`src/rtl/vector_pkg.sv`:
```
package vector_pkg;

	// Widths
	localparam int ADDR_W = 20;
	localparam int TARGET_W = 32;
	localparam int BYTE_W = 8;
	localparam int PRIO_W = 3;
	localparam int SW_NUM_W = 6;
	localparam int SLOT_CNT = 32;
	localparam int SLOT_W = 5;
	localparam int ID_IDX_W = 3;

	// Fixed vector slots, four bytes each, ascending to the top of memory
	localparam logic [ADDR_W-1:0] VEC_UNDEF = 20'hFFFDC;
	localparam logic [ADDR_W-1:0] VEC_UNDEF_END = 20'hFFFDF;
	localparam logic [ADDR_W-1:0] VEC_OVERFLOW = 20'hFFFE0;
	localparam logic [ADDR_W-1:0] VEC_BREAK = 20'hFFFE4;
	localparam logic [ADDR_W-1:0] VEC_ADDR_MATCH = 20'hFFFE8;
	localparam logic [ADDR_W-1:0] VEC_SINGLE_STEP = 20'hFFFEC;
	localparam logic [ADDR_W-1:0] VEC_OSC_WDT = 20'hFFFF0;
	localparam logic [ADDR_W-1:0] VEC_DEBUG = 20'hFFFF4;
	localparam logic [ADDR_W-1:0] VEC_NMI = 20'hFFFF8;
	localparam logic [ADDR_W-1:0] VEC_RESET = 20'hFFFFC;

	// Break relocation marker byte
	localparam logic [ADDR_W-1:0] BREAK_MARK_ADDR = 20'hFFFE7;
	localparam logic [BYTE_W-1:0] BREAK_RELOC_MARK = 8'hFF;

	// Slot geometry
	localparam int SLOT_BYTES = 4;
	localparam int TABLE_BYTES = 256;
	localparam logic [1:0] SLOT_LAST_BYTE = 2'h3;
	localparam logic [SW_NUM_W-1:0] SW_KEEP_STACK_FIRST = 6'h20;
	localparam logic [SW_NUM_W-1:0] SW_BREAK_NUM = 6'h00;

	// Relocatable slots shared by two sources (5..9, 14, 23, 24, 26, 27)
	localparam logic [SLOT_CNT-1:0] SHARED_SLOT_MASK = 32'h0D8043E0;
	localparam int SERIAL_PAIR_FIRST = 15;
	localparam int SERIAL_CH_CNT = 3;

	// Fixed hardware event flag positions
	localparam int FIX_NMI = 0;
	localparam int FIX_DEBUG = 1;
	localparam int FIX_OSC = 2;
	localparam int FIX_WDT = 3;
	localparam int FIX_STEP = 4;
	localparam int FIX_ADDR = 5;
	localparam int FIX_CNT = 6;

	typedef logic [SLOT_CNT-1:0][PRIO_W-1:0] prio_arr_t;

	typedef enum logic [1:0] {INSN_UNDEF, INSN_OVERFLOW, INSN_BREAK, INSN_SWINT} insn_e;

	typedef enum logic [1:0] {ST_IDLE, ST_BRK_CHECK, ST_FETCH, ST_ID_READ} fsm_e;

	typedef enum logic [3:0] {
		K_RESET, K_NMI, K_DEBUG, K_OSC_WDT, K_STEP, K_ADDR_MATCH,
		K_UNDEF, K_OVERFLOW, K_BREAK, K_SWINT, K_PERIPH
	} kind_e;

	typedef struct packed {
		logic req;
		insn_e kind;
		logic [SW_NUM_W-1:0] num;
	} insn_req_s;

	typedef struct packed {
		logic req;
		logic [ADDR_W-1:0] addr;
	} mem_rd_s;

	typedef struct packed {
		logic valid;
		logic [TARGET_W-1:0] target;
		logic [ADDR_W-1:0] slotAddr;
		kind_e kind;
		logic stackSave;
	} vec_out_s;

	typedef struct packed {
		fsm_e fsm;
		logic boot;
		insn_req_s insn;
		logic [SLOT_CNT-1:0] pend;
		logic [FIX_CNT-1:0] fix;
		mem_rd_s rd;
		logic [1:0] byteIdx;
		logic [ADDR_W-1:0] slotAddr;
		logic [TARGET_W-1:0] target;
		kind_e kind;
		logic stackSave;
		vec_out_s vec;
		logic ackValid;
		logic [SLOT_W-1:0] ackSlot;
		logic [BYTE_W-1:0] idData;
		logic idDone;
		logic busy;
	} state_s;

	localparam logic [SLOT_W-1:0] SLOT_ZERO = 5'h00;

endpackage

```
`src/rtl/interrupt_vector_address_logic.sv`:
```
`timescale 1ns/1ns
module interrupt_vector_address_logic #(
	parameter bit FLASH_VARIANT = 1'b1
) (
	input wire logic clk,
	input wire logic sys_rst,
	input wire logic [vector_pkg::ADDR_W-1:0] vectorTableBase,
	input wire logic globalEnable,
	input wire logic [vector_pkg::PRIO_W-1:0] processorPriorityLevel,
	input wire vector_pkg::prio_arr_t sourcePriorityField,
	input wire logic [vector_pkg::SLOT_CNT-1:0] srcReqA,
	input wire logic [vector_pkg::SLOT_CNT-1:0] srcReqB,
	input wire logic [vector_pkg::SLOT_CNT-1:0] srcSel,
	input wire logic [vector_pkg::SERIAL_CH_CNT-1:0] twoWireMode,
	input wire logic [vector_pkg::SERIAL_CH_CNT-1:0] nackEvent,
	input wire logic [vector_pkg::SERIAL_CH_CNT-1:0] ackEvent,
	input wire logic [vector_pkg::SLOT_CNT-1:0] pendClr,
	input wire logic [vector_pkg::FIX_CNT-1:0] fixSet,
	input wire logic coreReady,
	input wire vector_pkg::insn_req_s insnReq,
	input wire logic rdValid,
	input wire logic [vector_pkg::BYTE_W-1:0] rdData,
	input wire logic idChkReq,
	input wire logic [vector_pkg::ID_IDX_W-1:0] idChkIdx,
	output vector_pkg::mem_rd_s memRd,
	output vector_pkg::vec_out_s vecOut,
	output logic ackValid,
	output logic [vector_pkg::SLOT_W-1:0] ackSlot,
	output logic [vector_pkg::SLOT_CNT-1:0] requestPendingFlag,
	output logic [vector_pkg::BYTE_W-1:0] idChkData,
	output logic idChkDone,
	output logic busy
);
	import vector_pkg::*;

	state_s s_r;
	state_s s_nxt;
	logic [SLOT_CNT-1:0] slotReq;
	logic [SLOT_CNT-1:0] ackMask;
	logic [FIX_CNT-1:0] fixTaken;
	logic insnTaken;
	logic winValid;
	logic [SLOT_W-1:0] winSlot;

	// Relocatable slot address: base plus four times the number, wrapping in 20 bits
	function automatic logic [ADDR_W-1:0] relocAddr(input logic [ADDR_W-1:0] base,
		input logic [SW_NUM_W-1:0] num);
		relocAddr = base + ADDR_W'({num, 2'b00});
	endfunction

	// Top byte address of a fixed slot from its index, the undefined-opcode slot being index zero
	function automatic logic [ADDR_W-1:0] fixedHighByte(input logic [ID_IDX_W-1:0] idx);
		fixedHighByte = VEC_UNDEF_END + ADDR_W'({idx, 2'b00});
	endfunction

	// Source select per slot; only shared slots honour the select bit
	always_comb begin
		for (int i = 0; i < SLOT_CNT; i++) begin
			if (SHARED_SLOT_MASK[i] && srcSel[i]) begin
				slotReq[i] = srcReqB[i];
			end else begin
				slotReq[i] = srcReqA[i];
			end
		end
		// Two-wire mode turns serial tx/rx pairs into NACK/ACK events
		for (int c = 0; c < SERIAL_CH_CNT; c++) begin
			if (twoWireMode[c]) begin
				slotReq[SERIAL_PAIR_FIRST + 2 * c] = nackEvent[c];
				slotReq[SERIAL_PAIR_FIRST + 2 * c + 1] = ackEvent[c];
			end
		end
		slotReq[0] = 1'b0; // Slot zero is only reached by instruction
	end

	priority_arbiter #(
		.SLOTS(SLOT_CNT)
	) uArbiter (
		.pending(s_r.pend),
		.levels(sourcePriorityField),
		.globalEnable(globalEnable),
		.processorPriorityLevel(processorPriorityLevel),
		.winValid(winValid),
		.winSlot(winSlot)
	);

	// Next state
	always_comb begin
		s_nxt = s_r;
		s_nxt.vec.valid = 1'b0;
		s_nxt.ackValid = 1'b0;
		s_nxt.idDone = 1'b0;
		ackMask = '0;
		fixTaken = '0;
		insnTaken = 1'b0;
		case (s_r.fsm)
			ST_IDLE: begin
				if (s_r.boot) begin
					s_nxt.boot = 1'b0;
					s_nxt.slotAddr = VEC_RESET;
					s_nxt.kind = K_RESET;
					s_nxt.stackSave = 1'b0;
					s_nxt.fsm = ST_FETCH;
				end else if (coreReady && s_r.fix[FIX_NMI]) begin
					fixTaken[FIX_NMI] = 1'b1;
					s_nxt.slotAddr = VEC_NMI;
					s_nxt.kind = K_NMI;
					s_nxt.stackSave = 1'b0;
					s_nxt.fsm = ST_FETCH;
				end else if (coreReady && s_r.fix[FIX_DEBUG]) begin
					fixTaken[FIX_DEBUG] = 1'b1;
					s_nxt.slotAddr = VEC_DEBUG;
					s_nxt.kind = K_DEBUG;
					s_nxt.stackSave = 1'b0;
					s_nxt.fsm = ST_FETCH;
				end else if (coreReady && (s_r.fix[FIX_OSC] || s_r.fix[FIX_WDT])) begin
					fixTaken[FIX_OSC] = 1'b1;
					fixTaken[FIX_WDT] = 1'b1;
					s_nxt.slotAddr = VEC_OSC_WDT;
					s_nxt.kind = K_OSC_WDT;
					s_nxt.stackSave = 1'b0;
					s_nxt.fsm = ST_FETCH;
				end else if (coreReady && s_r.fix[FIX_STEP]) begin
					fixTaken[FIX_STEP] = 1'b1;
					s_nxt.slotAddr = VEC_SINGLE_STEP;
					s_nxt.kind = K_STEP;
					s_nxt.stackSave = 1'b0;
					s_nxt.fsm = ST_FETCH;
				end else if (coreReady && s_r.fix[FIX_ADDR]) begin
					fixTaken[FIX_ADDR] = 1'b1;
					s_nxt.slotAddr = VEC_ADDR_MATCH;
					s_nxt.kind = K_ADDR_MATCH;
					s_nxt.stackSave = 1'b0;
					s_nxt.fsm = ST_FETCH;
				end else if (coreReady && s_r.insn.req) begin
					insnTaken = 1'b1;
					s_nxt.stackSave = 1'b0;
					s_nxt.fsm = ST_FETCH;
					case (s_r.insn.kind)
						INSN_UNDEF: begin
							s_nxt.slotAddr = VEC_UNDEF;
							s_nxt.kind = K_UNDEF;
						end
						INSN_OVERFLOW: begin
							s_nxt.slotAddr = VEC_OVERFLOW;
							s_nxt.kind = K_OVERFLOW;
						end
						INSN_BREAK: begin
							s_nxt.slotAddr = BREAK_MARK_ADDR;
							s_nxt.kind = K_BREAK;
							s_nxt.fsm = ST_BRK_CHECK;
						end
						default: begin
							s_nxt.slotAddr = relocAddr(vectorTableBase, s_r.insn.num);
							s_nxt.kind = K_SWINT;
							s_nxt.stackSave = (s_r.insn.num < SW_KEEP_STACK_FIRST);
						end
					endcase
				end else if (coreReady && winValid) begin
					ackMask[winSlot] = 1'b1;
					s_nxt.ackValid = 1'b1;
					s_nxt.ackSlot = winSlot;
					s_nxt.slotAddr = relocAddr(vectorTableBase, {1'b0, winSlot});
					s_nxt.kind = K_PERIPH;
					s_nxt.stackSave = 1'b1;
					s_nxt.fsm = ST_FETCH;
				end else if (FLASH_VARIANT && idChkReq) begin
					s_nxt.slotAddr = fixedHighByte(idChkIdx);
					s_nxt.fsm = ST_ID_READ;
				end
				// Launch the first byte read of whatever was picked
				if (s_nxt.fsm != ST_IDLE) begin
					s_nxt.rd.req = 1'b1;
					s_nxt.rd.addr = s_nxt.slotAddr;
					s_nxt.byteIdx = 2'h0;
					s_nxt.target = '0;
				end
			end
			ST_BRK_CHECK: begin
				// Marker byte decides between relocatable slot zero and the fixed slot
				if (rdValid) begin
					if (rdData == BREAK_RELOC_MARK) begin
						s_nxt.slotAddr = relocAddr(vectorTableBase, SW_BREAK_NUM);
						s_nxt.stackSave = 1'b1;
					end else begin
						s_nxt.slotAddr = VEC_BREAK;
					end
					s_nxt.rd.addr = s_nxt.slotAddr;
					s_nxt.byteIdx = 2'h0;
					s_nxt.fsm = ST_FETCH;
				end
			end
			ST_FETCH: begin
				// Bytes come lowest address first, lowest byte least significant
				if (rdValid) begin
					s_nxt.target[{s_r.byteIdx, 3'b000} +: BYTE_W] = rdData;
					if (s_r.byteIdx == SLOT_LAST_BYTE) begin
						s_nxt.rd.req = 1'b0;
						s_nxt.vec.valid = 1'b1;
						s_nxt.vec.target = s_nxt.target;
						s_nxt.vec.slotAddr = s_r.slotAddr;
						s_nxt.vec.kind = s_r.kind;
						s_nxt.vec.stackSave = s_r.stackSave;
						s_nxt.fsm = ST_IDLE;
					end else begin
						s_nxt.byteIdx = s_r.byteIdx + 2'h1;
						s_nxt.rd.addr = s_r.slotAddr + ADDR_W'(s_nxt.byteIdx);
					end
				end
			end
			ST_ID_READ: begin
				if (rdValid) begin
					s_nxt.rd.req = 1'b0;
					s_nxt.idData = rdData;
					s_nxt.idDone = 1'b1;
					s_nxt.fsm = ST_IDLE;
				end
			end
			default: begin
				s_nxt.fsm = ST_IDLE;
				s_nxt.rd.req = 1'b0;
			end
		endcase
		// Flags: a new event in the clearing cycle wins over the clear
		s_nxt.pend = (s_r.pend & ~(pendClr | ackMask)) | slotReq;
		s_nxt.fix = (s_r.fix & ~fixTaken) | fixSet;
		if (insnReq.req) begin
			s_nxt.insn = insnReq;
		end else if (insnTaken) begin
			s_nxt.insn.req = 1'b0;
		end
		// Busy is registered so the port comes from a flip-flop
		s_nxt.busy = (s_nxt.fsm != ST_IDLE) || s_nxt.boot;
	end

	// State register; reset starts the reset vector fetch
	always_ff @(posedge clk) begin
		if (sys_rst) begin
			s_r <= '0;
			s_r.fsm <= ST_IDLE;
			s_r.boot <= 1'b1;
			s_r.busy <= 1'b1;
			s_r.kind <= K_RESET;
			s_r.vec.kind <= K_RESET;
			s_r.insn.kind <= INSN_UNDEF;
		end else begin
			s_r <= s_nxt;
		end
	end

	// Outputs straight from the state register
	assign memRd = s_r.rd;
	assign vecOut = s_r.vec;
	assign ackValid = s_r.ackValid;
	assign ackSlot = s_r.ackSlot;
	assign requestPendingFlag = s_r.pend;
	assign idChkData = s_r.idData;
	assign idChkDone = s_r.idDone;
	assign busy = s_r.busy;

endmodule

```
`src/rtl/priority_arbiter.sv`:
```
`timescale 1ns/1ns
module priority_arbiter #(
	parameter int SLOTS = 32
) (
	input wire logic [SLOTS-1:0] pending,
	input wire vector_pkg::prio_arr_t levels,
	input wire logic globalEnable,
	input wire logic [vector_pkg::PRIO_W-1:0] processorPriorityLevel,
	output logic winValid,
	output logic [vector_pkg::SLOT_W-1:0] winSlot
);
	import vector_pkg::*;

	logic [SLOTS-1:0] eligible;
	logic [PRIO_W-1:0] bestLevel;

	// Refuse slot counts the table cannot hold
	if (SLOTS < 2 || SLOTS > SLOT_CNT) begin : gBadSlots
		$error("priority_arbiter: SLOTS out of range");
	end

	// Per-slot eligibility: enable, request and level above the core level
	for (genvar i = 1; i < SLOTS; i++) begin : gElig
		assign eligible[i] = globalEnable && pending[i] && (levels[i] > processorPriorityLevel);
	end
	assign eligible[0] = 1'b0;

	// Highest level wins, lowest slot number breaks ties
	always_comb begin
		winValid = 1'b0;
		winSlot = SLOT_ZERO;
		bestLevel = '0;
		for (int i = 1; i < SLOTS; i++) begin
			if (eligible[i] && (!winValid || levels[i] > bestLevel)) begin
				winValid = 1'b1;
				winSlot = SLOT_W'(i);
				bestLevel = levels[i];
			end
		end
	end

endmodule

```
`config.mk`:
```
export PLATFORM = sky130hd
export DESIGN_NAME = interrupt_vector_address_logic
export DESIGN_NICKNAME = d
export VERILOG_FILES = /design/src/rtl/vector_pkg.sv /design/src/rtl/interrupt_vector_address_logic.sv /design/src/rtl/priority_arbiter.sv
export SDC_FILE = /design/constraint.sdc
export NUM_CORES = 1
export LEC_CHECK = 0
export ABC_AREA = 0
export BUFFER_PORTS_ARGS = -buffer_cell sky130_fd_sc_hd__buf_2
export CORE_MARGIN = 8
export CORE_UTILIZATION = 56
export CTS_CLUSTER_DIAMETER = 30
export DETAILED_ROUTE_END_ITERATION = 16
export GPL_TIMING_DRIVEN = 0
export PLACE_DENSITY = 0.81
export SYNTH_ARGS = -nofsm -noshare
export SYNTH_HDL_FRONTEND = slang
export SYNTH_SLANG_ARGS = --single-unit
```
`constraint.sdc`:
```
create_clock -name clk -period 66.4 [get_ports clk]
set_input_delay 13.28 -clock clk [delete_from_list [all_inputs] [get_ports clk]]
set_output_delay 13.28 -clock clk [all_outputs]
set_load 0.02 [all_outputs]
```
==> results.txt, run 1 <==
- In this run, the number of DRC markers left after iteration 0 of detailed routing was 1,618.
- Of the cells placed in the final design, the portion with a size suffix greater than 1 is 0.234.
- Number of hold buffers added after cts: 0
- Input and output buffers added on the ports amount to 360.
* Final Hold Violating Endpoints: 0
* Number of enable flip-flop cells after synthesis: 0
* Data required time of the critical path: 66.92 ns
- Router iterations before antenna repair: 6
- Switching power: 0.219 mW
* Number of top-level pins: 415
* Final RePlAce weighted congestion: 1.01
- Proportion of synthesized flip-flops having asynchronous set or reset: 0
* Area of the core region: 0.0322 mm²
- Insertion delay of the later-clocked pin in the worst-skew pair: 0.60 ns
- Synth cell types: 107
- Lkg Pwr: 10.4 nW
* Startpoint types: input pin
* Cells after synthesis: 2,424
- Placed wire-length estimate: 55.8 mm
- Most common library cells after synthesis: 289 x nor2_1, 226 x a21oi_1, 225 x nand2_1
- Number of register bits inferred by synthesis: 204
* Worst IR drop on VDD: 0.0264 mV
- Top-count cell post-synth: nor2_1
- Number of pins exceeding their max-slew limit in the final report: 0
* Final Critical Period: 63.12 ns
- FF-to-FF setup slack: 16.53 ns
- Relative slew margins: 0.0518
- Initial antenna violation count: 3
- Run status: finished, final reports clean
- Cell at the slowest stage of the critical path: o41a_1
* Top post-synthesis cells by area: dfxtp_1 23%, ha_1 13%, a21oi_1 6.2%
* Die ar.: 0.0384 mm²
- Total wirelength of the detailed-routed design: 72.1 mm
* Internal power: 0.381 mW
- Of the post-synthesis cell area, the dominant cell type holds 0.225.
- In this run the horizontal extent of the chip is 196 µm.
- The tool flagged a number of max-cap violations equal to 0.
- Static timing analysis puts the maximum clock frequency at 0.0158 GHz.
- The via count of the first global-routing pass came to 19.8k.
- The routed layout has 20.3k vias.
- Final worst slack: 3.28 ns
- For this configuration, the core starts out at a cell density of 0.562.
* Critical path data arrival time: 63.64 ns
* Power per cell area: 26.8 mW/mm²
- After routing the design area is 0.0224 mm².
- The worst setup path is of the input pin to flop kind.
* Endpoint class of the critical path: flop
- Register area share after synthesis: 0.225
- Setup slack at placement: 0.554 ns
- Total track usage: 0.356
* Final Instance Count excl. Fillers: 3,292
* Cell repeated most along the worst path: a21oi_1
- H-tree Lvls: 2
* Largest area contributor in the synthesized netlist: dfxtp_1
- Maximum clock skew at final layout: 0.0442 ns
- In the routed design, unresolved DRC markers number 0.
- The die is 196 µm tall.
- Total Negative Setup Slacks: 0 ns
* Fill cells: 2,725
- Net switching fraction of the power: 0.366
- Period Utilization, post-route: 0.951
- Cell at the root of the clock tree: clkbuf_16
- Hold Path Class: flop to flop
- Counting tap cells, the placed design contains a total of 3,193 instances.
- Summed instance area of the synthesized netlist: 0.0181 mm²
- Counting every net in the synthesized netlist gives 2,906.
* Measured slew at the worst slew-check pin: 1.42 ns
- Largest buffer count on any clock path: 3
- Of the total power, combinational logic draws 0.346.
- In this run the worst path has a maximum fanout of 31.
* Util after Layout: 0.695
* Largest stage delay on the critical path: 0.47 ns
- Area of placed instances: 0.0205 mm²
- Summed over all layers, the global routing overflow is 0.
* Vias per std cell: 6.17
- Across all hold checks on the routed design, the worst slack comes to 0.453 ns.
- CTS tree: built
- Clock-pin slew on the worst setup and hold paths: 0.05 ns
- CTS saw 204 sinks.
- Total power draw: 0.600 mW
- The detail route stage leaves a number of antenna-violating nets equal to 0.
* Maximum number of pins on one net before global-route repair: 32
- The share of total power dissipated in the clock network is 0.426.
* Proportion of power drawn by flip-flops and latches: 0.229
- The area growth from synthesis to layout is 23.7%.
- Nets: 3,326
- The number of clock buffers added by TritonCTS is 49.
* DR WL/cell: 21.9 µm
* Count of endpoints failing setup in the final report: 0
- The first global-routing pass estimated 109 mm of wire.
* Floorplan row count: 66
- The most used flip-flop cell after synthesis is dfxtp_1.
- In this run the mean area of a mapped cell was 7.47 µm².
- During synthesis, Yosys emitted a total of 0 warnings.
-- final timing paths --
check                           depth (start not counted)   endpoint                 startpoint
worst min-delay path                                    2  vecOut[3]                  vecOut[3]
worst min register to register                          2  vecOut[3]                  vecOut[3]
worst max register to register                        246  memRd[19]      requestPendingFlag[1]
worst max-delay path                                  250  memRd[19]  processorPriorityLevel[1]
-- power groups by stage --
stage	sequential [mW]	combinational, mW	clock, mW
finish	0.137	0.207	0.255
floorplan	0.136	0.138	0
detailed placement	0.139	0.199	0
CTS	0.137	0.200	0.257
global placement	0.139	0.193	0
global route	0.137	0.226	0.263
-- critical path, delay by kind of cell --
family,cells,cell delay (ns)
buf+inv,20,3.07
simple gates,60,9.83
compound gates,124,24.34
fa+ha+maj,34,9.29
mux,11,3.55
xor+xnor,1,0.16
-- state kept, by name, summed over array words and instances, names as in the netlist --
register / count
ackSlot: 5
ackValid: 1
busy: 1
idChkData: 8
idChkDone: 1
memRd: 21
requestPendingFlag: 32
s_r: 77
vecOut: 58
-- cells by family (layout without fill, tap and decap cells) --
logic type,Yosys count,in the layout,share of synthesized area
AOI/OAI and AO/OA,683,683,0.257
buffers and inverters,388,847,0.108
muxes,65,65,0.0369
adders and majority gates,196,196,0.136
other,0,1,0
DFF,204,204,0.225
and+or+nand+nor,841,841,0.214
xor gates and xnor gates,47,47,0.0227
-- area by class of cell --
class / count / area, µm² / share of cell area
sequential: 204 / 4080 / 0.182
multi-input combinational: 1832 / 12200 / 0.543
tap: 408 / 510 / 0.0228
inverter: 159 / 606 / 0.0270
antenna: 1 / 2.50 / 0.000112
clock inverter: 24 / 372 / 0.0166
clock buffer: 66 / 1400 / 0.0625
buffer: 229 / 1370 / 0.0611
timing repair buffer: 369 / 1890 / 0.0845
-- routing by layer --
metal  vias up  routed length, µm  global-route usage
met5         -                 27                   0
met4         4               4170               0.202
met3       258               6320              0.0749
met2      1121              33600               0.606
met1      9498              28000               0.411
li1       9434                  -                   -
-- cell usage in the layout (no fill, tap or decap), types with 13 or more instances in the layout --
master	instances
a211oi_1	15
o22ai_1	22
inv_1	155
nor2_1	289
a21oi_1	226
xor2_1	13
clkbuf_1	90
buf_4	135
nor2b_1	52
nand3_1	92
a31oi_1	18
o21a_1	18
nand2_1	225
and3_1	19
a22oi_1	34
buf_2	363
a22o_1	34
dfxtp_1	204
clkbuf_16	49
mux2i_1	50
a21o_1	24
nand2b_1	19
mux2_2	14
o21ai_0	97
a311oi_1	37
ha_1	191
xnor2_1	34
nor3_1	66
-- timing repair --
item                                   CTS  global route
resized for setup                        0            31
setup endpoints to repair                0            72
endpoints found under the hold margin    0             0
buffers inserted                         0             8
Note: power is estimated with default switching activity, not from simulation.
==> run 2: changes to the inputs <==
--- a/config.mk
+++ b/config.mk
@@ -12,7 +12,7 @@
 export CTS_CLUSTER_DIAMETER = 30
 export DETAILED_ROUTE_END_ITERATION = 16
 export GPL_TIMING_DRIVEN = 0
-export PLACE_DENSITY = 0.81
+export PLACE_DENSITY = 0.87
 export SYNTH_ARGS = -nofsm -noshare
 export SYNTH_HDL_FRONTEND = slang
 export SYNTH_SLANG_ARGS = --single-unit
==> run 2 against run 1 <==
Clock-buffer cell count decreased by 8. Wire length increased by 2.5%. Combinational power about the same. Critical endpoint is now memRd[17]. Largest cell class unchanged. Largest power group unchanged.
==> results.txt, run 2 (same netlist as run 1, synthesis figures left out) <==
* Worst Setup Path Type: input pin to flop
- Final Instance Count excl. Fillers: 3,291
- Across the routed clock network, the largest skew measured is 0.0558 ns.
* Area of the core region: 0.0322 mm²
* Measured slew at the worst slew-check pin: 1.41 ns
- IR analysis of the VDD net gives a maximum drop of 0.0301 mV.
- Vias in the first global route: 20.2k
- Maximum number of pins on one net before global-route repair: 32
- Highest routing layer actually used: met5
- The final route contains 20.4k vias.
- Final Critical Period: 63.15 ns
* Number of pins exceeding their max-slew limit in the final report: 0
- TritonCTS built the clock tree.
- The count of nets left with antenna violations once routing finished came out at 0.
- In the global route stage, overall resource usage came out at 0.368.
- For the worst-skew pair, the clock arrives at the later sink with an insertion delay of 0.62 ns.
- Final RePlAce weighted congestion: 0.991
- Routed met2 length: 34.1 mm
* Grt total ovfl: 0
- Endpoint class of the critical path: flop
- Fill cells: 2,617
- Wires add up to 73.9 mm.
- Measured along the x axis, the die boundary spans 196 µm.
- Highest-count cells in the layout ignoring fill and taps: 363 x buf_2, 289 x nor2_1, 225 x nand2_1, 225 x a21oi_1, 204 x dfxtp_1
* Share of cells above drive strength 1: 0.236
- OpenSTA, run right after detailed placement, puts the worst setup slack at 0.447 ns.
- After the first detailed-routing iteration, the DRC count stood at 1,698.
* Cell repeated most along the worst path: a21oi_1
* Remaining DRCs: 0
- Area of placed instances: 0.0204 mm²
* Top reg by flops: s_r
- Dividing the final minimum period by the clock period gives 0.951.
- Floorplan row count: 66
* Startpoint types: input pin
* Largest buffer count on any clock path: 3
- After detailed routing, the wire length on met1 is 27.8 mm.
* Total non-filler cell area in the finished layout: 0.0224 mm²
- At the worst endpoint, the required time is 66.91 ns.
- Maxcap violations: 0
- H-tree Lvls: 2
- After legalization and detailed placement, the total HPWL measured 57.1 mm.
- In this design, the stage delay of the slowest critical-path cell is 0.46 ns.
* Max FFs per register: 77
- The number of endpoints with negative hold slack in the final report is 0.
- Clock tree synthesis inserted a total of 51 buffers.
- Dividing total power by cell area gives a power density of 27.1 mW/mm².
- Crit Path Max Fanout: 31
- Measured along the y axis, the die boundary spans 196 µm.
* Util after Layout: 0.695
* Lkg Pwr: 10.4 nW
* Die ar.: 0.0384 mm²
- After clock tree synthesis, the clock-pin slew on the worst setup and hold paths is 0.05 ns.
* Cell at the slowest stage of the critical path: or4_1
* Initial antenna violation count: 5
- Leaving out fill and tap cells, the most frequent cell in the layout is buf_2.
* Hold Path Class: flop to flop
- After detailed routing, the number of vias per cell comes to 6.21.
* Nets: 3,322
- Detailed routing placed a total of 7.17 mm of wire on met3.
- Number of top-level pins: 415
- The initial utilization of the core area, before any placement, comes to 0.562.
- Run status: finished, final reports clean
* Relative slew margins: 0.0535
- Including well taps, the total number of placed cells is 3,192.
* Count of endpoints failing setup in the final report: 0
- Area Overhead vs Synth: 23.6%
* Critical path data arrival time: 63.66 ns
- Total power draw: 0.608 mW
* Maximum clock rate: 0.0158 GHz
* Cell at the root of the clock tree: clkbuf_16
- Clock sink count: 204
- The worst path meets setup with 3.25 ns of slack.
* Port Buf Inserts: 360
* Global-route wire length before repair: 112 mm
- Router iterations before antenna repair: 6
* DR WL/cell: 22.5 µm
run 2: cell count changes in the layout (fill, tap and decap cells not counted), moves of 2 or more:
cell / change
clkbuf_16: +2
clkinv_4: +3
clkinv_2: +5
inv_6: +5
clkbuf_1: -5
buf_4: -5
clkbuf_8: -5
run 2: critical path: cells and delay by family:
family          cells  cell delay [ns]
compound gates    125            24.40
xor+xnor            1             0.17
fa+ha+maj          34             9.56
buf+inv            19             2.98
mux                11             3.41
simple gates       60             9.79
run 2: final cells by class:
type	instances	area, µm²	area share
antenna	2	5.00	0.000224
sequential	204	4080	0.182
multi-input combinational	1832	12200	0.543
inverter	159	607	0.0271
timing repair buffer	363	1830	0.0816
tap	408	510	0.0228
clock buffer	58	1360	0.0609
buffer	229	1370	0.0611
clock inverter	36	468	0.0209
run 2: worst paths after layout:
check	slack, ns	to	start	cells past startpoint
setup reg to reg	16.49	memRd[17]	requestPendingFlag[1]	246
hold / removal	0.42	vecOut[2]	s_r[76]	2
hold reg to reg	0.42	vecOut[2]	s_r[76]	2
setup / recovery	3.25	memRd[17]	processorPriorityLevel[1]	250
run 2: power breakdown:
group	internal, mW	leakage (nW)	switching, mW	total [mW]
combinational	0.0791	7.89	0.130	0.209
clock	0.173	0.889	0.0887	0.262
sequential	0.129	1.67	0.00839	0.138
total	0.381	10.4	0.227	0.608
run 2: timing repair:
item | in CTS | in global routing
setup endpoints to repair | 0 | 72
hold buffers | 0 | 0
resized for setup | 0 | 32
setup buffers | 0 | 3
run 2: layer usage:
metal / up-vias / global-route usage
met1: 9489 / 0.418
met5: - / 0
met3: 324 / 0.0874
met4: 6 / 0.224
met2: 1191 / 0.620
li1: 9417 / -
run 2: through the flow:
stage                     hold slack, ns  TNS, ns
after floorplan                    0.427        0
final                              0.424        0
after CTS                          0.421        0
after detailed placement           0.447        0
after global routing               0.447   -0.319
after global placement             0.442        0
